## config.mk

```make
export PLATFORM = sky130hd
export DESIGN_NAME = emp_producer
export DESIGN_NICKNAME = d
export VERILOG_FILES = /design/src/shared/emp_pkg.sv /design/src/emp_history.sv /design/src/emp_producer.sv
export SDC_FILE = /design/constraint.sdc
export NUM_CORES = 1
export LEC_CHECK = 0
export BUFFER_PORTS_ARGS = -buffer_cell sky130_fd_sc_hd__buf_2
export CORE_MARGIN = 3
export CORE_UTILIZATION = 55
export CTS_BUF_LIST = sky130_fd_sc_hd__clkbuf_2
export DETAILED_ROUTE_END_ITERATION = 8
export HOLD_SLACK_MARGIN = 0.1
export PLACE_DENSITY = 0.81
export SYNTH_ARGS = -nofsm -noshare
export SYNTH_HDL_FRONTEND = slang
export SYNTH_SLANG_ARGS = --single-unit
```

## constraint.sdc

```tcl
create_clock -name sys_clk -period 2.6 [get_ports sys_clk]
set_clock_uncertainty 0.2 [all_clocks]
set_input_delay 0.39 -clock sys_clk [delete_from_list [all_inputs] [get_ports sys_clk]]
set_output_delay 0.39 -clock sys_clk [all_outputs]
set_load 0.005 [all_outputs]
```

## src/shared/emp_pkg.sv

```systemverilog
// Purpose: Shared constants, types and fault table of the emergency message producer
// Assumes: Object dictionary indices as seen by the SDO server
// Notes:   Payload byte 0 sits in data bits 7:0

package emp_pkg;

    // ------------------------------------------------------------
    // Object dictionary
    // ------------------------------------------------------------
    localparam logic [15:0] IDX_ERR_CLASS = 16'h1001;
    localparam logic [15:0] IDX_HISTORY = 16'h1003;
    localparam logic [15:0] IDX_EMCY_ID = 16'h1014;
    localparam logic [7:0] SUB_ZERO = 8'h00;
    localparam int HIST_DEPTH = 5;
    localparam logic [7:0] HIST_DEPTH_B = 8'h05;

    // ------------------------------------------------------------
    // Identifier word fields
    // ------------------------------------------------------------
    localparam int ID_INVALID_BIT = 31;
    localparam int ID_RSVD_BIT = 30;
    localparam int ID_EXT_BIT = 29;
    localparam int ID_EXT_HI = 28;
    localparam int ID_EXT_LO = 11;
    localparam int ID_STD_HI = 10;
    localparam logic [3:0] EMCY_FUNC_CODE = 4'h1;
    localparam logic [31:0] ID_RESET = 32'h8000_0000;

    // ------------------------------------------------------------
    // Error class register
    // ------------------------------------------------------------
    localparam logic [7:0] ERR_CLASS_MASK = 8'h91;
    localparam logic [7:0] ERR_CLASS_RESET = 8'h00;

    // ------------------------------------------------------------
    // Types
    // ------------------------------------------------------------
    typedef enum logic [3:0] {
        FLT_NO_ERROR,
        FLT_CAN_CTRL,
        FLT_NVM_ACCESS,
        FLT_SERIAL_ACCESS,
        FLT_RX_OVERRUN,
        FLT_TX_OVERRUN,
        FLT_CTRL_OVERRUN,
        FLT_GUARD_FAIL,
        FLT_BUSOFF_RECOVER,
        FLT_PDO_LENGTH,
        FLT_NODE_RESET
    } emp_fault_t;

    typedef struct packed {
        logic [15:0] code;
        logic [7:0] err_class;
        logic [7:0] mfr0;
    } emp_info_t;

    typedef struct packed {
        logic ext;
        logic [28:0] id;
        logic [63:0] data;
    } emp_frame_t;

    typedef struct packed {
        logic [15:0] index;
        logic [7:0] sub;
        logic [31:0] wdata;
    } emp_od_req_t;

    // ------------------------------------------------------------
    // Fault table
    // ------------------------------------------------------------
    function automatic emp_info_t emp_fault_info(input emp_fault_t kind);
        emp_info_t r;
        r = '{code: 16'h0000, err_class: 8'h00, mfr0: 8'h00};
        case (kind)
            FLT_CAN_CTRL: r = '{16'h1000, 8'h81, 8'h01};
            FLT_NVM_ACCESS: r = '{16'h5000, 8'h81, 8'h02};
            FLT_SERIAL_ACCESS: r = '{16'h5000, 8'h81, 8'h03};
            FLT_RX_OVERRUN: r = '{16'h8110, 8'h11, 8'h04};
            FLT_TX_OVERRUN: r = '{16'h8110, 8'h11, 8'h05};
            FLT_CTRL_OVERRUN: r = '{16'h8110, 8'h11, 8'h06};
            FLT_GUARD_FAIL: r = '{16'h8130, 8'h11, 8'h07};
            FLT_BUSOFF_RECOVER: r = '{16'h8140, 8'h11, 8'h08};
            FLT_PDO_LENGTH: r = '{16'h8210, 8'h11, 8'h09};
            FLT_NODE_RESET: r = '{16'hff00, 8'h80, 8'h0a};
            default: r = '{16'h0000, 8'h00, 8'h00};
        endcase
        return r;
    endfunction : emp_fault_info

endpackage : emp_pkg

```

## src/emp_history.sv

```systemverilog
// Purpose: Five-deep emergency history, newest in entry 0
// Assumes: Push and clear never in the same cycle matter; push wins
// Notes:   Entry layout is code in 15:0, first maker byte in 23:16

`timescale 1ns/10ps

module emp_history (
    // Clock and reset
    input wire logic sys_clk,
    input wire logic rst_n,
    // Control
    input wire logic push,
    input wire logic clear,
    input wire logic [31:0] din,
    // State
    output logic [emp_pkg::HIST_DEPTH-1:0][31:0] entries,
    output logic [7:0] count
);

    logic [emp_pkg::HIST_DEPTH-1:0][31:0] ent_ff;
    logic [7:0] cnt_ff;
    wire logic [7:0] nxt_cnt = (cnt_ff < emp_pkg::HIST_DEPTH_B) ? cnt_ff + 8'h01 : cnt_ff;

    always_ff @(posedge sys_clk or negedge rst_n) begin
        if (!rst_n) begin
            ent_ff <= '0;
            cnt_ff <= 8'h00;
        end else if (push) begin
            // Oldest entry falls off the end
            ent_ff <= {ent_ff[emp_pkg::HIST_DEPTH-2:0], din};
            cnt_ff <= nxt_cnt;
        end else if (clear) begin
            ent_ff <= '0;
            cnt_ff <= 8'h00;
        end
    end

    assign entries = ent_ff;
    assign count = cnt_ff;

    a_count_bounded: assert property (@(posedge sys_clk) disable iff (!rst_n)
        cnt_ff <= emp_pkg::HIST_DEPTH_B) else $error("History count above five");

endmodule : emp_history

```

## src/emp_producer.sv

```systemverilog
// Purpose: Emergency frame producer with identifier word, error class and history
// Assumes: One fault accepted at a time; frame held until the CAN side takes it
// Notes:   Object dictionary port answers every access one cycle later
//
// Operation
// - Identifier word at 0x1014; bit 31 set means no frame is sent.
// - Bit 29 picks standard 11-bit or extended 29-bit identifier.
// - Bits 28-11 zero in standard form; bits 10-0 low identifier; bit 30 zero.
// - Default identifier is function code 0001 above the 7-bit node number.
// - Remote side may rewrite the identifier once the default is loaded; the write is taken whether or not bit 31 is set.
// - Each fault sends a frame while bit 31 is clear, then the event goes into history 0x1003.
// - History keeps at most five records.
// - Sub-entry 1 is newest, sub-entry 5 oldest.
// - Payload: code in bytes 0-1, class byte 2, maker field bytes 3-7.
// - Error code goes low byte first.
// - Only class bits 0, 4 and 7 may ever be set.
// - Class byte of each frame is shown as object error_class_register.
// - Error reset or no error sends an all-zero payload.
// - CAN controller fault: code 1000, class 81, maker 01.
// - Serial port fault: code 5000, class 81, maker 03.
// - Overruns: code 8110, class 11, maker 04, 05 or 06.
// - Guarding failure 8130 maker 07; bus-off recovery 8140 maker 08; class 11.
// - Process data length mismatch: code 8210, class 11, maker 09.
// - Node or communication reset request: code ff00, class 80, maker 0a.

`timescale 1ns/10ps

module emp_producer (
    // Clock and reset
    input wire logic sys_clk,
    input wire logic rst_n,
    // Node configuration
    input wire logic [6:0] node_id,
    // Fault reports
    input wire logic fault_valid,
    input wire emp_pkg::emp_fault_t fault_kind,
    output logic fault_ready,
    // Frame to the CAN controller
    output logic tx_valid,
    input wire logic tx_ready,
    output emp_pkg::emp_frame_t tx_frame,
    // Object dictionary access from the SDO server
    input wire logic od_rd,
    input wire logic od_wr,
    input wire emp_pkg::emp_od_req_t od_req,
    output logic od_ack,
    output logic od_err,
    output logic [31:0] od_rdata,
    // Status
    output logic [7:0] err_class
);

    // ------------------------------------------------------------
    // State
    // ------------------------------------------------------------
    typedef enum logic [1:0] {
        ST_IDLE,
        ST_SEND,
        ST_LOG
    } emp_state_t;

    emp_state_t state_ff;
    emp_state_t nxt_state;
    logic init_done_ff;
    logic [31:0] cobid_ff;
    logic [7:0] err_class_ff;
    emp_pkg::emp_frame_t tx_frame_ff;
    logic tx_valid_ff;
    logic fault_ready_ff;
    logic od_ack_ff;
    logic od_err_ff;
    logic [31:0] od_rdata_ff;
    logic [emp_pkg::HIST_DEPTH-1:0][31:0] hist_entries;
    logic [7:0] hist_count;

    // ------------------------------------------------------------
    // Fault intake and frame build
    // ------------------------------------------------------------
    wire emp_pkg::emp_info_t info = emp_pkg::emp_fault_info(fault_kind);
    wire logic fault_take = fault_valid && fault_ready_ff;
    wire logic id_valid = !cobid_ff[emp_pkg::ID_INVALID_BIT];
    wire logic id_ext = cobid_ff[emp_pkg::ID_EXT_BIT];
    wire logic [28:0] id_sel = id_ext ? cobid_ff[28:0] : {18'h00000, cobid_ff[10:0]};
    wire logic [63:0] payload = {32'h0000_0000, info.mfr0, info.err_class & emp_pkg::ERR_CLASS_MASK,
                                 info.code[15:8], info.code[7:0]};
    wire logic tx_done = tx_valid_ff && tx_ready;
    wire logic [31:0] hist_din = {8'h00, tx_frame_ff.data[31:24], tx_frame_ff.data[15:0]};
    wire logic hist_push = (state_ff == ST_LOG);

    always_comb begin
        nxt_state = state_ff;
        case (state_ff)
            // An invalid identifier drops the frame and the history record
            ST_IDLE: begin
                if (fault_take && id_valid) begin
                    nxt_state = ST_SEND;
                end
            end
            ST_SEND: begin
                if (tx_ready) begin
                    nxt_state = ST_LOG;
                end
            end
            ST_LOG: nxt_state = ST_IDLE;
            default: nxt_state = ST_IDLE;
        endcase
    end

    always_ff @(posedge sys_clk or negedge rst_n) begin
        if (!rst_n) begin
            state_ff <= ST_IDLE;
        end else begin
            state_ff <= nxt_state;
        end
    end

    always_ff @(posedge sys_clk or negedge rst_n) begin
        if (!rst_n) begin
            tx_frame_ff <= '0;
        end else if (fault_take) begin
            tx_frame_ff <= '{ext: id_ext, id: id_sel, data: payload};
        end
    end

    always_ff @(posedge sys_clk or negedge rst_n) begin
        if (!rst_n) begin
            tx_valid_ff <= 1'b0;
        end else if (fault_take && id_valid) begin
            tx_valid_ff <= 1'b1;
        end else if (tx_done) begin
            tx_valid_ff <= 1'b0;
        end
    end

    // Ready only in idle and only after the identifier is loaded
    wire logic nxt_fault_ready = init_done_ff && (nxt_state == ST_IDLE) && !fault_take;

    always_ff @(posedge sys_clk or negedge rst_n) begin
        if (!rst_n) begin
            fault_ready_ff <= 1'b0;
        end else begin
            fault_ready_ff <= nxt_fault_ready;
        end
    end

    // ------------------------------------------------------------
    // Error class object
    // ------------------------------------------------------------
    always_ff @(posedge sys_clk or negedge rst_n) begin
        if (!rst_n) begin
            err_class_ff <= emp_pkg::ERR_CLASS_RESET;
        end else if (hist_push) begin
            err_class_ff <= tx_frame_ff.data[23:16] & emp_pkg::ERR_CLASS_MASK;
        end
    end

    // ------------------------------------------------------------
    // Identifier word
    // ------------------------------------------------------------
    wire logic sel_id = (od_req.index == emp_pkg::IDX_EMCY_ID) && (od_req.sub == emp_pkg::SUB_ZERO);
    wire logic sel_class = (od_req.index == emp_pkg::IDX_ERR_CLASS)
                           && (od_req.sub == emp_pkg::SUB_ZERO);
    wire logic sel_hist = (od_req.index == emp_pkg::IDX_HISTORY)
                          && (od_req.sub <= emp_pkg::HIST_DEPTH_B);
    wire logic id_wr = od_wr && sel_id && init_done_ff;
    wire logic hist_clear = od_wr && sel_hist && (od_req.sub == emp_pkg::SUB_ZERO)
                            && (od_req.wdata == 32'h0000_0000);
    // Reserved bit forced low, upper bits cleared in standard form
    wire logic [31:0] id_wdata = {od_req.wdata[31], 1'b0, od_req.wdata[29],
                                  od_req.wdata[29] ? od_req.wdata[28:11] : 18'h00000,
                                  od_req.wdata[10:0]};
    wire logic [31:0] id_default = {21'h000000, emp_pkg::EMCY_FUNC_CODE, node_id};

    // Node number is a strap, so the default is caught after reset release
    always_ff @(posedge sys_clk or negedge rst_n) begin
        if (!rst_n) begin
            cobid_ff <= emp_pkg::ID_RESET;
            init_done_ff <= 1'b0;
        end else if (!init_done_ff) begin
            cobid_ff <= id_default;
            init_done_ff <= 1'b1;
        end else if (id_wr) begin
            cobid_ff <= id_wdata;
        end
    end

    // ------------------------------------------------------------
    // Object dictionary answers
    // ------------------------------------------------------------
    wire logic [2:0] hist_slot = 3'(od_req.sub - 8'h01);
    wire logic [31:0] hist_word = (od_req.sub == emp_pkg::SUB_ZERO) ? {24'h000000, hist_count}
                                                                  : hist_entries[hist_slot];
    wire logic od_hit = sel_id || sel_class || sel_hist;
    // Error class is read only; history accepts only a zero write to sub 0
    wire logic od_bad = !od_hit || (od_wr && sel_class) || (od_wr && sel_hist && !hist_clear)
                        || (od_wr && sel_id && !init_done_ff);
    wire logic [31:0] od_mux = sel_id ? cobid_ff
                             : sel_class ? {24'h000000, err_class_ff}
                             : sel_hist ? hist_word
                             : 32'h0000_0000;

    always_ff @(posedge sys_clk or negedge rst_n) begin
        if (!rst_n) begin
            od_ack_ff <= 1'b0;
            od_err_ff <= 1'b0;
            od_rdata_ff <= 32'h0000_0000;
        end else begin
            od_ack_ff <= od_rd || od_wr;
            od_err_ff <= (od_rd || od_wr) && od_bad;
            od_rdata_ff <= (od_rd && !od_bad) ? od_mux : 32'h0000_0000;
        end
    end

    // ------------------------------------------------------------
    // History
    // ------------------------------------------------------------
    emp_history u_emp_history (
        .sys_clk(sys_clk),
        .rst_n(rst_n),
        .push(hist_push),
        .clear(hist_clear),
        .din(hist_din),
        .entries(hist_entries),
        .count(hist_count)
    );

    assign fault_ready = fault_ready_ff;
    assign tx_valid = tx_valid_ff;
    assign tx_frame = tx_frame_ff;
    assign od_ack = od_ack_ff;
    assign od_err = od_err_ff;
    assign od_rdata = od_rdata_ff;
    assign err_class = err_class_ff;

    // ------------------------------------------------------------
    // Checks
    // ------------------------------------------------------------
    a_no_send_invalid: assert property (@(posedge sys_clk) disable iff (!rst_n)
        $rose(tx_valid_ff) |-> !$past(cobid_ff[31])) else $error("Frame sent while disabled");

    a_std_id_form: assert property (@(posedge sys_clk) disable iff (!rst_n)
        (tx_valid_ff && !tx_frame_ff.ext) |-> (tx_frame_ff.id[28:11] == 18'h00000))
        else $error("Standard identifier has upper bits");

    a_id_word_form: assert property (@(posedge sys_clk) disable iff (!rst_n)
        !cobid_ff[30] && (cobid_ff[29] || cobid_ff[28:11] == 18'h00000))
        else $error("Identifier word malformed");

    a_default_id: assert property (@(posedge sys_clk) disable iff (!rst_n)
        $rose(init_done_ff) |-> (cobid_ff == {21'h000000, 4'h1, $past(node_id)}))
        else $error("Default identifier wrong");

    a_id_write: assert property (@(posedge sys_clk) disable iff (!rst_n)
        id_wr |=> (cobid_ff[10:0] == $past(od_req.wdata[10:0]))
                  && (cobid_ff[31] == $past(od_req.wdata[31])))
        else $error("Identifier write lost");

    a_log_after_send: assert property (@(posedge sys_clk) disable iff (!rst_n)
        tx_done |=> hist_push ##1 !hist_push) else $error("History not logged after send");

    a_newest_first: assert property (@(posedge sys_clk) disable iff (!rst_n)
        hist_push |=> (hist_entries[0] == $past(hist_din))) else $error("Newest entry wrong");

    a_shift_older: assert property (@(posedge sys_clk) disable iff (!rst_n)
        hist_push |=> (hist_entries[4] == $past(hist_entries[3]))
                      && (hist_entries[1] == $past(hist_entries[0])))
        else $error("History did not shift");

    a_code_order: assert property (@(posedge sys_clk) disable iff (!rst_n)
        fault_take |=> (tx_frame_ff.data[7:0] == $past(info.code[7:0]))
                       && (tx_frame_ff.data[15:8] == $past(info.code[15:8])))
        else $error("Error code byte order wrong");

    a_class_mask: assert property (@(posedge sys_clk) disable iff (!rst_n)
        ((err_class_ff & 8'h6e) == 8'h00) && ((tx_frame_ff.data[23:16] & 8'h6e) == 8'h00))
        else $error("Unsupported class bit set");

    a_class_follows: assert property (@(posedge sys_clk) disable iff (!rst_n)
        hist_push |=> (err_class_ff == $past(tx_frame_ff.data[23:16])))
        else $error("Class object not updated");

    a_reset_zero: assert property (@(posedge sys_clk) disable iff (!rst_n)
        (fault_take && fault_kind == emp_pkg::FLT_NO_ERROR) |=> (tx_frame_ff.data == 64'h0))
        else $error("Reset frame not zero");

    a_pdo_len: assert property (@(posedge sys_clk) disable iff (!rst_n)
        (fault_take && fault_kind == emp_pkg::FLT_PDO_LENGTH)
        |=> (tx_frame_ff.data == 64'h0000_0000_0911_8210)) else $error("Length fault frame wrong");

    a_frame_held: assert property (@(posedge sys_clk) disable iff (!rst_n)
        (tx_valid_ff && !tx_ready) |=> tx_valid_ff && $stable(tx_frame_ff))
        else $error("Frame dropped before taken");

    a_busy_refuse: assert property (@(posedge sys_clk) disable iff (!rst_n)
        fault_take |=> !fault_ready_ff) else $error("Fault port ready right after take");

    a_invalid_quiet: assert property (@(posedge sys_clk) disable iff (!rst_n)
        (fault_take && !id_valid) |=> !tx_valid_ff && !hist_push)
        else $error("Frame raised while identifier invalid");

endmodule : emp_producer

```

# ---- After elaboration in Yosys (flattened, before gate mapping)
# Memories as Yosys holds them, arrays and structs flattened. A register that Yosys moved wholly into a read port is not among the register bits.
# Cells that the tools add are included.
dict set report op_classes {
  addsub 2
  n_mul 0
  div 0
  magnitude_cmp 3
  eq_ne 7
  n_shift 0
  n_mux 21
  bitwise 0
  n_reduce_logical 38
}
# op n
set op_table {}
lappend op_table {{$mux 160} 2}
lappend op_table {{$mux 32} 8}
lappend op_table {{$bmux 32 s3} 1}
lappend op_table {{$eq 16x13->1 const B} 3}
lappend op_table {{$logic_not 32->1} 1}
lappend op_table {{$mux 29} 1}
lappend op_table {{$mux 8} 3}
lappend op_table {{$logic_and 1x1->1} 18}
lappend op_table {{$mux 18} 1}
lappend op_table {{$add 8x1->8 const B} 1}
lappend op_table {{$le 8x3->1 const B} 1}
lappend op_table {{$logic_not 8->1} 1}
lappend op_table {{$lt 8x3->1 const B} 1}
lappend op_table {{$logic_not 1->1} 7}
lappend op_table {{$logic_or 1x1->1} 6}
lappend op_table {{$logic_not 2->1} 2}
lappend op_table {{$lt 3x4->1 const B} 1}
lappend op_table {{$mux 2} 2}
lappend op_table {{$ne 2x1->1 const B} 2}
lappend op_table {{$pmux 2 s2} 1}
lappend op_table {{$reduce_bool 2->1} 2}
lappend op_table {{$sub 3x1->3 const B} 1}
lappend op_table {{$eq 2x1->1 const B} 1}
lappend op_table {{$eq 2x2->1 const B} 1}
lappend op_table {{other kinds (2)} 3}
dict set report totals {
  regBits 299
  latch_bits 0
  ram_bits 0
  mem_bits_ro 288
  input_bits 73
  out_inout_bits 138
  word_cells 90
  memories 1
}
# name words width read_ports rd_clocked_by_memory_dff write_ports line
set memory_table {}
lappend memory_table {{(name not given)} 16 18 1 1 0 emp_pkg.sv:76} ;# case (kind)

# ---- Depth between registers and ports, before layout
# Gate-level depths: netlist of the first run.
dict set report depth {
  word_depth 12
  mapped_depth 11
  mapped_depth_nobuf 7
}

# ---- Cells and area by module
# From an unflattened synthesis of the first run, not the netlist that was laid out.
dict set report hier_totals {
  hier_cells 1355
  area_unflattened_um2 13585.5
}
# module n_inst cells_per_inst area_each_um2 seq_area_each_um2
set modules_own_cells {}
lappend modules_own_cells {emp_producer 1 701 6809.0 2954.1}
lappend modules_own_cells {emp_history 1 654 6776.5 4204.0}

# ---- Worst setup path before layout of the first run
# OpenSTA, ideal clock, no wires.
dict set report synth_timing {
  path_type {in2reg}
  startpoint {input port od_req[32] (netlist bit)}
  endpoint {register od_rdata_ff[6] (netlist: od_rdata[6])}
  setup_time_ns 0.107
  t_arrival_ns 2.876
  required_ns 2.293
  slack_ns -0.582
  cell_stages 10
  path_buffers 3
  cell_sequence {clkbuf_1 buf_1 inv_1 ha_1 clkbuf_1 mux4_2 nand2_1 nand3_1 o211ai_1 a2111oi_4}
}
dict set report synth_between {
  elab_chain_len 12
  word_cells_on_any_way 29
  cone_classes {add/sub (1); order compare (1); mux (7); reduce/logical (20)}
}
# element line
set synth_rtl {}
lappend synth_rtl {{start: declaration} emp_producer.sv:45} ;# input wire emp_pkg::emp_od_req_t od_req,
lappend synth_rtl {{branches (longest 11 deep; another with $sub 3x1->3)} --}
lappend synth_rtl {{$mux 32 *} emp_producer.sv:210} ;# od_rdata_ff <= (od_rd && !od_bad) ? od_mux : 32'h0000_0000;
lappend synth_rtl {{end signal: assignment} emp_producer.sv:210}
lappend synth_rtl {{end: declaration} emp_producer.sv:72} ;# logic [31:0] od_rdata_ff;
# Every way passes the cells marked *. The select of a mux whose other input is x is not followed.
# A chain may end at the register's enable or synchronous reset.

# ---- Worst setup path after layout of the first run
dict set report layout_timing {
  startpoint {input port od_req[34] (netlist bit)}
  endpoint {register od_rdata_ff[7] (netlist: od_rdata[7])}
}
# Same word-level chain as after synthesis.

==> flow_summary_export.csv, run 1 <==
group,metric,value,unit
routing,detailedRoute.firstIterationViolations,824,
final_layout,final-instance-count-excl-fill,1467,
final_layout,final_net_count,1317,
timing,final_hold_viol_count,0,
critical_path,largest_stage_delay_worst_path,0.69,ns
routing,routed_wl_per_cell,18.31,um
power,power_dens_cells,595.3,nW/um^2
worst_hold_path,hold_start,"od_req[35]",
timing,drv_slew,0,
final_layout,fill_cells,1119,
final_layout,drive_above_1_share,25.46,%
power,leakagePower,5.627,nW
synthesis,ys_types,63,
timing,final-setup-viol-count,0,
critical_path,timing.critical_path.slowest_stage_cell,"dlygate4sd3_1",
floorplanning,die-height,138,um
synthesis,ys_warn_count,0,
critical_path,cp-start-kind,"primary input",
cts,tritoncts,"done",
critical_path,cp_data_arrival_time,3.06,ns
routing,route.final.wire_length,26850,um
floorplanning,design.die.area,19040,sq um
floorplanning,initial_utilization,56.98,%
grt,antenna_violations_before_repair,2,
synthesis,post_synth_edffs,0,
cts,ctsLongestPathBuffers,2,
run_status,outcome,"completed",
grt,grt_overflow,0,
timing,transition_time_at_the_pin_with_the_least_slew_margin,0.7754,ns
power,irDropWorstVdd,0.3845,mV
critical_path,timing.setup.critical_path_class,"primary input to flop",
floorplanning,chipWidth,138,um
synthesis,ys_top_cells_by_area,"dfrtp_1 (49%), nand2_1 (8.3%), o31ai_1 (5.4%)",
place,gp_congestion,0.8966,
critical_path,critPathTopFamily,"buffers and inverters",
place,place_hpwl,17220,um
final_layout,register_area,4756,sq um
routing,drtAntennaViolNets,0,
cts,insertion_delay,0.79,ns
final_layout,combined_area_of_the_multi_input_logic_cells,4025,sq um
grt,grt_first_pass_wirelength,43730,um
final_layout,final_cell_area,12000,sq um
critical_path,worstRegToRegCells,4,
routing,vias,8487,
cts,ctsRootBufferMaster,"clkbuf_2",
grt,globalRouteTotalUtil,28.07,%
synthesis,synth_seq_cells,190,
synthesis,yosysTopAreaCell,"dfrtp_1",
cts,post-cts-setup-buffers,0,
synthesis,most_instantiated_library_cell_after_synthesis,"nand2_1",
critical_path,critical_path.cell_chain,"dlygate4sd3_1 > buf_2 > nor4b_4 > dlygate4sd3_1 > buf_4 > nand3_1 > o211ai_1 > nor4_2",
critical_path,critical_path.startpoint,"od_req[34]",
timing,setup_ws,0.02176,ns
critical_path,cp-endpoint,"od_rdata[7]$_DFF_PN0_",
critical_path,crit-reg2reg-launch,"fault_ready$_DFF_PN0_",
final_layout,areaGrowthSynthToFinish,25.26,%
synthesis,synth.yosys.seq_area_share,49.63,%
routing,drt_pass_1_iters,5,
worst_hold_path,min-delay-path-class,"primary input to flop",
place,dpl.cell_count,1339,
place,buffer_ports.inserted,158,
timing,fmax,387.9,MHz
synthesis,post_synth_instance_area,9583,sq um
cts,worst_setup_hold_path_clk_slew,0.27,ns
synthesis,syn_area_per_cell,9.869,sq um
flow_run,max-cap-violations,0,
critical_path,crit-reg2reg-capture,"tx_frame[25]$_DFFE_PN0P_",
grt,number_of_global_route_vias_before_repair,8454,
floorplanning,num_rows,47,
synthesis,yosys_most_used_dff,"dfrtp_1",
critical_path,reg2reg_slack,0.54,ns
place,pre_cts_ws,-0.1903,ns
routing,detail_route.drc_violations,0,
cts,ctsHtreeMaxLevel,4,
floorplanning,io_pins,211,
place,placed_cell_area,10770,sq um
critical_path,critical_path.endpoint_type,"flop",
grt,grt_start_max_net_pins,132,
timing,final.hold.worst_slack,0.1583,ns
critical_path,timing.critical_path.mode_cell,"dlygate4sd3_1",
critical_path,depth_of_the_critical_timing_path_with_buffers_and_inverters_included,8,
timing,fin_crit,2.578,ns
synthesis,async_reset_ff_share,100.0,%
cts,clock_sink_count,190,
cts,cts_buffers,17,
critical_path,required,3.08,ns
timing,post-route-period-util,99.16,%
critical_path,path_buf_inv,4,
synthesis,synth_common_cells,"nand2_1 (212), dfrtp_1 (189), inv_1 (78), o31ai_1 (69), buf_4 (63)",
critical_path,timing.critical_path.fanout_max,7,
timing,timing.slew.headroom,48.25,%
floorplanning,core_region_area,16820,sq um
routing,viasPerCell,5.785,
synthesis,synthDominantCellAreaShare,49.35,%
synthesis,synth_cells,971,
==> logic make-up after synthesis <==
| kind of cell | synth area share, % |
|---|---|
| flip-flops | 49.63 |
| AND/OR/NAND/NOR | 21.14 |
| multiplexers | 3.290 |
| other | 0.07837 |
| buffers and inverters | 10.89 |
| XOR/XNOR | 0.2742 |
| adder cells (fa/ha/maj) | 1.436 |
| AO/OA/AOI/OAI | 13.27 |
==> power breakdown <==
group          total [W]  switching, W  leakage (nW)  internal (W)
clock            0.00152       0.00106         0.135      0.000459
combinational    0.00164      0.000803          3.00      0.000834
sequential       0.00399      0.000464          2.49       0.00353
total            0.00715       0.00232          5.63       0.00482
==> registers in the layout, indices dropped and copies added, names as in the netlist <==
register               count
od_rdata                  31
err_class                  3
od_ack                     1
fault_ready                1
od_err                     1
state_ff                   2
u_emp_history.count        8
u_emp_history.entries     65
init_done_ff               1
cobid_ff                  31
tx_frame                  45
tx_valid                   1
==> worst min path at each step <==
stage,to,slack [ns],cells after the start
3_5_place_dp,od_rdata[12]$_DFF_PN0_,0.24,1
2_1_floorplan,cobid_ff[0]$_DFFE_PN0P_,-0.11,0
4_1_cts,tx_frame[12]$_DFFE_PN0P_,0.10,3
6_report,od_rdata[3]$_DFF_PN0_,0.16,6
5_1_grt,od_rdata[3]$_DFF_PN0_,0.13,6
3_3_place_gp,state_ff[0]$_DFF_PN0_,0.23,1
==> what timing repair did <==
item / 4_1_cts / 5_1_grt
hold endpoints to repair: 278 / 1
hold buffers: 95 / 1
endpoints found under the setup margin: 0 / 7
resized for setup: 0 / 7
==> routing by layer <==
layer,wire (um),global-route usage [%],vias to the layer above
li1,-,-,3756
met1,10780,37.40,4103
met2,12890,44.84,523
met3,2066,4.903,105
met4,1120,13.83,0
met5,0,0,-
==> area by class of cell <==
type	instances	area share, %
flip-flops and latches	190	39.62
multi-input cells	631	33.53
repair buffers	315	20.03
inverters	78	2.439
well taps	220	2.293
clock inverters	14	1.334
clock buffers	17	0.7088
diodes	2	0.04169
==> worst min-delay path, stage by stage <==
cell and delay [ns]:
buf_2 0.08, or4_4 0.15, or4b_4 0.16, buf_4 0.13, a21oi_1 0.05, nor4bb_4 0.15
==> stage by stage <==
step | power [W] | TNS, ns | utilization (%)
after floorplan | 0.004967 | -0.005476 | -
after global placement | 0.005457 | -4.379 | 64.05
after detailed placement | 0.005552 | -10.30 | 64.05
after CTS | 0.007157 | 0 | 71.17
after global routing | 0.007543 | -0.002907 | 71.37
final | 0.007147 | 0 | 71.37
==> placed cells by master (no fill, tap or decap), types with 7 or more instances in the layout <==
cell             n
buf_12          15
o211ai_1         7
and3_1          12
nand2_1        212
buf_2          157
o31ai_1         69
a31oi_1          9
a2bb2oi_1        9
a21oi_1         18
clkbuf_2        17
inv_1           78
nand3_1         54
conb_1          53
dfrtp_1        189
nor4_2          24
o21ai_0          9
dlygate4sd3_1   95
ha_1            11
a21boi_1        11
buf_4           46
mux4_2          13
nor2_1          27
a21boi_0        12
or4_1            7
No activity file was read; power rests on OpenSTA's default activity.
==> run 2, diff against run 1 <==
--- a/config.mk
+++ b/config.mk
@@ -12,6 +12,8 @@
 export DETAILED_ROUTE_END_ITERATION = 8
 export HOLD_SLACK_MARGIN = 0.1
 export PLACE_DENSITY = 0.81
+export RECOVER_POWER = 25
+export SETUP_SLACK_MARGIN = 0.05
 export SYNTH_ARGS = -nofsm -noshare
 export SYNTH_HDL_FRONTEND = slang
 export SYNTH_SLANG_ARGS = --single-unit
==> run 2 against run 1 <==
Compared with the run above:
- routed wire length rose by 9.6%
- clock power barely moved
- core utilization increased by 0.57 points
- sequential cell count unchanged
- largest power group unchanged
==> flow_summary_export.csv, run 2 (synthesis gave the netlist of run 1 again) <==
group,metric,value,unit
cts,post-cts-setup-buffers,0,
grt,globalRouteTotalUtil,30.00,%
grt,grt_start_max_net_pins,95,
power,irDropWorstVdd,0.3756,mV
routing,route.final.wire_length,29420,um
floorplanning,design.die.area,19040,sq um
timing,setup_ws,0.04781,ns
cts,ctsRootBufferMaster,"clkbuf_2",
routing,routed_wl_per_cell,19.73,um
cts,clock_sink_count,190,
routing,detailedRoute.firstIterationViolations,1097,
grt,busiest_layer,"met2",
flow_run,max-cap-violations,0,
critical_path,required,3.17,ns
timing,totalNegativeSetupSlack,0,ns
floorplanning,initial_utilization,56.98,%
timing,timing.slew.headroom,35.53,%
routing,drtAntennaViolNets,0,
place,buffer_ports.inserted,158,
final_layout,most_used_cells_in_the_layout_excluding_fill_and_tap_cells,"nand2_1 (211), dfrtp_1 (189), buf_2 (156)",
run_status,outcome,"completed",
grt,antenna_violations_before_repair,4,
grt,globalRouteMet2Util,47.25,%
place,gp_congestion,0.8567,
floorplanning,chipWidth,138,um
critical_path,cp_data_arrival_time,3.12,ns
timing,final-setup-viol-count,0,
power,switching_power,0.002470,W
timing,drv_slew,0,
final_layout,fill_cells,1087,
grt,number_of_global_route_vias_before_repair,8632,
cts,insertion_delay,0.83,ns
grt,grt_first_pass_wirelength,46030,um
timing,grt_setup_unrepaired,"no",
routing,drt_pass_1_iters,9,
grt,grt_overflow,0,
power,switching_share,34.45,%
place,pre_cts_ws,-0.2096,ns
power,fraction_of_power_consumed_by_sequential_logic,55.8,%
final_layout,drive_above_1_share,24.78,%
routing,vias,8784,
floorplanning,core_region_area,16820,sq um
grt,globalRouteMet3Util,6.699,%
cts,ctsHtreeMaxLevel,4,
timing,transition_time_at_the_pin_with_the_least_slew_margin,0.9671,ns
final_layout,layout.cells.most_common,"nand2_1",
critical_path,critical_path.endpoint_type,"flop",
grt,met1_layer_usage_reported_by_global_route,38.35,%
timing,final_hold_viol_count,0,
critical_path,timing.setup.critical_path_class,"primary input to flop",
final_layout,largest_reg_flops,65,
floorplanning,die-height,138,um
routing,detail_route.drc_violations,0,
power,power_dens_cells,592.5,nW/um^2
power,leakagePower,5.672,nW
power,combPwrFrac,23.5,%
final_layout,final-instance-count-excl-fill,1491,
final_layout,final_core_util,71.95,%
routing,viasPerCell,5.891,
cts,worst_setup_hold_path_clk_slew,0.31,ns
timing,fin_crit,2.552,ns
critical_path,timing.critical_path.fanout_max,31,
floorplanning,num_rows,47,
power,pwr-share-clk,20.7,%
timing,post-route-period-util,98.16,%
power,p_int,0.004700,W
critical_path,cp-start-kind,"primary input",
cts,cts_buffers,17,
power,finalPower,0.007170,W
worst_hold_path,min-delay-path-class,"primary input to flop",
place,dpl.cell_count,1340,
floorplanning,io_pins,211,
timing,fmax,391.8,MHz
final_layout,final_net_count,1338,
cts,ctsLongestPathBuffers,2,
cts,tritoncts,"done",
place,place_hpwl,16750,um
final_layout,areaGrowthSynthToFinish,26.27,%
## run 2: changes by cell type in the layout (fill, tap and decap cells not counted), moves of 5 or more
cell / before / now
a21boi_0: 12 / 5
a21boi_1: 11 / 18
buf_12: 15 / 9
clkbuf_1: 0 / 5
dlygate4sd3_1: 95 / 113
## run 2: worst max-delay path, stage by stage
cell           delay, ns
dlygate4sd3_1       0.54
buf_2               0.13
buf_4               0.14
nor4_2              0.34
buf_4               0.18
and4_1              0.26
buf_12              0.21
nand2_1             0.09
dlygate4sd3_1       0.59
a21boi_0            0.25
## run 2: cell type report
cell class	count	area, sq um	area share [%]
inverter	78	292.8	2.420
timing repair buffer	336	2511	20.75
tap	220	275.3	2.275
clock buffer	17	85.08	0.7031
multi-input combinational	631	4024	33.25
sequential	190	4756	39.30
antenna	4	10.01	0.08272
clock inverter	15	146.4	1.210
## run 2: final timing paths
kind                                        from                                     end  slack [ns]  depth (start not counted)
max                                   od_req[41]                 cobid_ff[9]$_DFFE_PN0P_        0.05                         10
min reg2reg                state_ff[1]$_DFF_PN0_                   state_ff[0]$_DFF_PN0_        0.29                          1
max in group asynchronous                  rst_n      u_emp_history.count[7]$_DFFE_PN0P_        0.35                          4
min                                   od_req[46]                   od_rdata[1]$_DFF_PN0_        0.18                          8
min in group asynchronous                  rst_n  u_emp_history.entries[137]$_DFFE_PN0P_        1.05                          4
max reg2reg                fault_ready$_DFF_PN0_                tx_frame[12]$_DFFE_PN0P_        0.60                          3
## run 2: per-stage QoR
step	hold WS (ns)	cell area (sq um)
after floorplan	-0.1056	9859
after global placement	0.2235	10740
after detailed placement	0.2235	10740
after CTS	0.1020	12130
after global routing	0.1703	12100
final	0.1790	12100
## run 2: per-layer routing
metal  vias up  share of wire (%)
li1       3789                  -
met1      4179                 37
met2       641                 47
met3       175                9.6
met4         0                6.6
met5         -                  0
## run 2: what timing repair did
action | CTS | global route
hold buffers | 114 | 1
resized for setup | 0 | 2
hold endpoints to repair | 312 | 1
endpoints found under the setup margin | 0 | 31
## run 2: power by group through the flow
stage / clock [W] / combinational (W) / sequential, W
5_1_grt: 0.00162 / 0.00186 / 0.00407
3_5_place_dp: 0 / 0.00152 / 0.00403
2_1_floorplan: 0 / 0.00108 / 0.00389
4_1_cts: 0.00149 / 0.00165 / 0.00398
3_3_place_gp: 0 / 0.00146 / 0.00402
6_report: 0.00149 / 0.00169 / 0.00400
==> run 3, diff against run 2 <==
==> constraint.sdc (replaced) <==
create_clock -name sys_clk -period 3.2 [get_ports sys_clk]
set_clock_uncertainty 0.2 [all_clocks]
set_input_delay 0.48 -clock sys_clk [delete_from_list [all_inputs] [get_ports sys_clk]]
set_output_delay 0.48 -clock sys_clk [all_outputs]
set_load 0.005 [all_outputs]
==> run 3 against run 2 <==
Compared with the run above:
- hold slack worse by 0.024 ns
- core utilization shrank 3.8 points
- global-route usage shrank 2.5 points
- critical path type unchanged
- sequential power fell by 19%
- final cell count decreased by 4.6%
- via count decreased by 6.6%
- largest cell class unchanged
==> flow_summary_export.csv, run 3 (synthesis gave the netlist of run 1 again) <==
group,metric,value,unit
cts,insertion_delay,0.79,ns
final_layout,largest_reg_flops,65,
critical_path,timing.setup.critical_path_class,"primary input to flop",
final_layout,fill_cells,1213,
final_layout,layout.cells.most_common,"nand2_1",
place,placed_cell_area,10380,sq um
cts,ctsHtreeMaxLevel,4,
routing,routed_wl_per_cell,18.34,um
power,fraction_of_power_consumed_by_sequential_logic,56.8,%
timing,transition_time_at_the_pin_with_the_least_slew_margin,1.477,ns
critical_path,worstRegToRegCells,6,
timing,grt_setup_unrepaired,"no",
grt,grt_start_max_net_pins,67,
routing,detailedRoute.firstIterationViolations,943,
worst_hold_path,hold_start,"od_req[50]",
worst_hold_path,timing.hold.worst_path_depth,6,
timing,post-route-period-util,98.90,%
cts,tritoncts,"done",
critical_path,critical_path.endpoint_type,"flop",
power,leakagePower,5.354,nW
critical_path,cp_data_arrival_time,3.67,ns
critical_path,crit-reg2reg-capture,"od_rdata[3]$_DFF_PN0_",
routing,viasPerCell,5.766,
place,buffer_ports.inserted,158,
critical_path,timing.critical_path.fanout_max,31,
grt,grt_overflow,0,
final_layout,final_net_count,1273,
timing,drv_slew,0,
timing,fmax,316.0,MHz
floorplanning,design.die.area,19040,sq um
cts,post_cts.resized_instances,0,
cts,post-cts-setup-buffers,0,
power,pwr-share-clk,20.3,%
critical_path,critical_path.startpoint,"od_req[34]",
routing,vias,8205,
grt,globalRouteTotalUtil,27.48,%
final_layout,final_cell_area,11460,sq um
cts,cts_buffers,17,
floorplanning,core_region_area,16820,sq um
flow_run,max-cap-violations,0,
power,combPwrFrac,22.9,%
routing,route.final.wire_length,26090,um
power,p_int,0.003822,W
floorplanning,die-height,138,um
timing,final-setup-viol-count,0,
routing,detail_route.drc_violations,0,
timing,totalNegativeSetupSlack,0,ns
critical_path,critical_path.cell_chain,"dlygate4sd3_1 > buf_2 > nor4b_4 > dlygate4sd3_1 > buf_4 > and4_1 > buf_12 > nand3_1 > dlygate4sd3_1 > a21boi_0",
timing,final.hold.worst_slack,0.1549,ns
cts,ctsLongestPathBuffers,2,
cts,clock_sink_count,190,
critical_path,crit-reg2reg-launch,"init_done_ff$_DFF_PN0_",
final_layout,areaGrowthSynthToFinish,19.62,%
timing,timing.slew.headroom,1.567,%
power,switching_power,0.001884,W
critical_path,cp-start-kind,"primary input",
final_layout,combined_area_of_the_multi_input_logic_cells,3988,sq um
critical_path,reg2reg_slack,0.96,ns
power,power_dens_cells,497.8,nW/um^2
power,finalPower,0.005707,W
floorplanning,chipWidth,138,um
run_status,outcome,"completed",
final_layout,most_used_cells_in_the_layout_excluding_fill_and_tap_cells,"nand2_1 (212), dfrtp_1 (189), buf_2 (157)",
critical_path,required,3.70,ns
cts,ctsRootBufferMaster,"clkbuf_2",
cts,worst_setup_hold_path_clk_slew,0.29,ns
critical_path,timing.critical_path.mode_cell,"dlygate4sd3_1",
grt,antenna_violations_before_repair,2,
timing,fin_crit,3.165,ns
final_layout,final-instance-count-excl-fill,1423,
worst_hold_path,min-delay-path-class,"primary input to flop",
floorplanning,initial_utilization,56.98,%
grt,number_of_global_route_vias_before_repair,8047,
routing,drt_pass_1_iters,6,
grt,grt_first_pass_wirelength,42720,um
floorplanning,num_rows,47,
power,switching_share,33.02,%
floorplanning,io_pins,211,
place,dpl.cell_count,1303,
critical_path,cp-endpoint,"cobid_ff[17]$_DFFE_PN0P_",
routing,drtAntennaViolNets,0,
final_layout,drive_above_1_share,23.13,%
power,irDropWorstVdd,0.3113,mV
critical_path,timing.critical_path.slowest_stage_cell,"dlygate4sd3_1",
place,gp_congestion,0.9718,
final_layout,register_area,4756,sq um
timing,final_hold_viol_count,0,
critical_path,largest_stage_delay_worst_path,0.64,ns
place,place_hpwl,16780,um
==> run 3: worst max-delay path: cells and delay by family <==
kind | cells | cell delay (ns)
simple gates | 3 | 0.61
buf+inv | 6 | 2.37
compound gates | 1 | 0.19
==> run 3: final cells by class <==
class	instances	share of cell area [%]
Antenna cell	1	0.02183
Clock buffer	18	0.7859
Clock inverter	14	1.168
Inverter	78	2.554
Multi-Input combinational cell	631	34.78
Sequential cell	190	41.49
Tap cell	220	2.401
Timing Repair Buffer	271	16.80
==> run 3: power by group through the flow <==
stage	clock network [W]	registers, W	logic (W)
floorplan	0	0.00316	0.000870
global placement	0	0.00325	0.00117
detailed placement	0	0.00328	0.00122
CTS	0.00118	0.00323	0.00130
global route	0.00128	0.00331	0.00146
finish	0.00116	0.00324	0.00131
==> run 3: through the flow <==
stage	worst slack (ns)	utilization, %
finish	0.03506	68.16
global route	0.04752	68.16
CTS	0.1763	68.26
detailed placement	0.1340	61.71
global placement	0.2374	61.71
floorplan	0.1692	-
==> run 3: worst min path at each step <==
stage and to:
4_1_cts u_emp_history.count[7]$_DFFE_PN0P_, 3_3_place_gp state_ff[0]$_DFF_PN0_, 3_5_place_dp state_ff[0]$_DFF_PN0_, 5_1_grt od_rdata[0]$_DFF_PN0_, 2_1_floorplan cobid_ff[0]$_DFFE_PN0P_, 6_report od_rdata[0]$_DFF_PN0_
==> run 3: repair_timing <==
action | in CTS | in global routing
endpoints found under the hold margin | 257 | 4
hold buffers | 86 | 2
setup endpoints to repair | 0 | 1
==> run 3: layer usage <==
metal	global-route usage, %	part of all wire, %	routed length, um	up-vias
met1	37.40	40	10350	3993
met3	6.664	9.3	2418	90
li1	-	-	-	3661
met2	42.86	47	12350	459
met5	0	0.027	7	-
met4	11.18	3.7	967	2
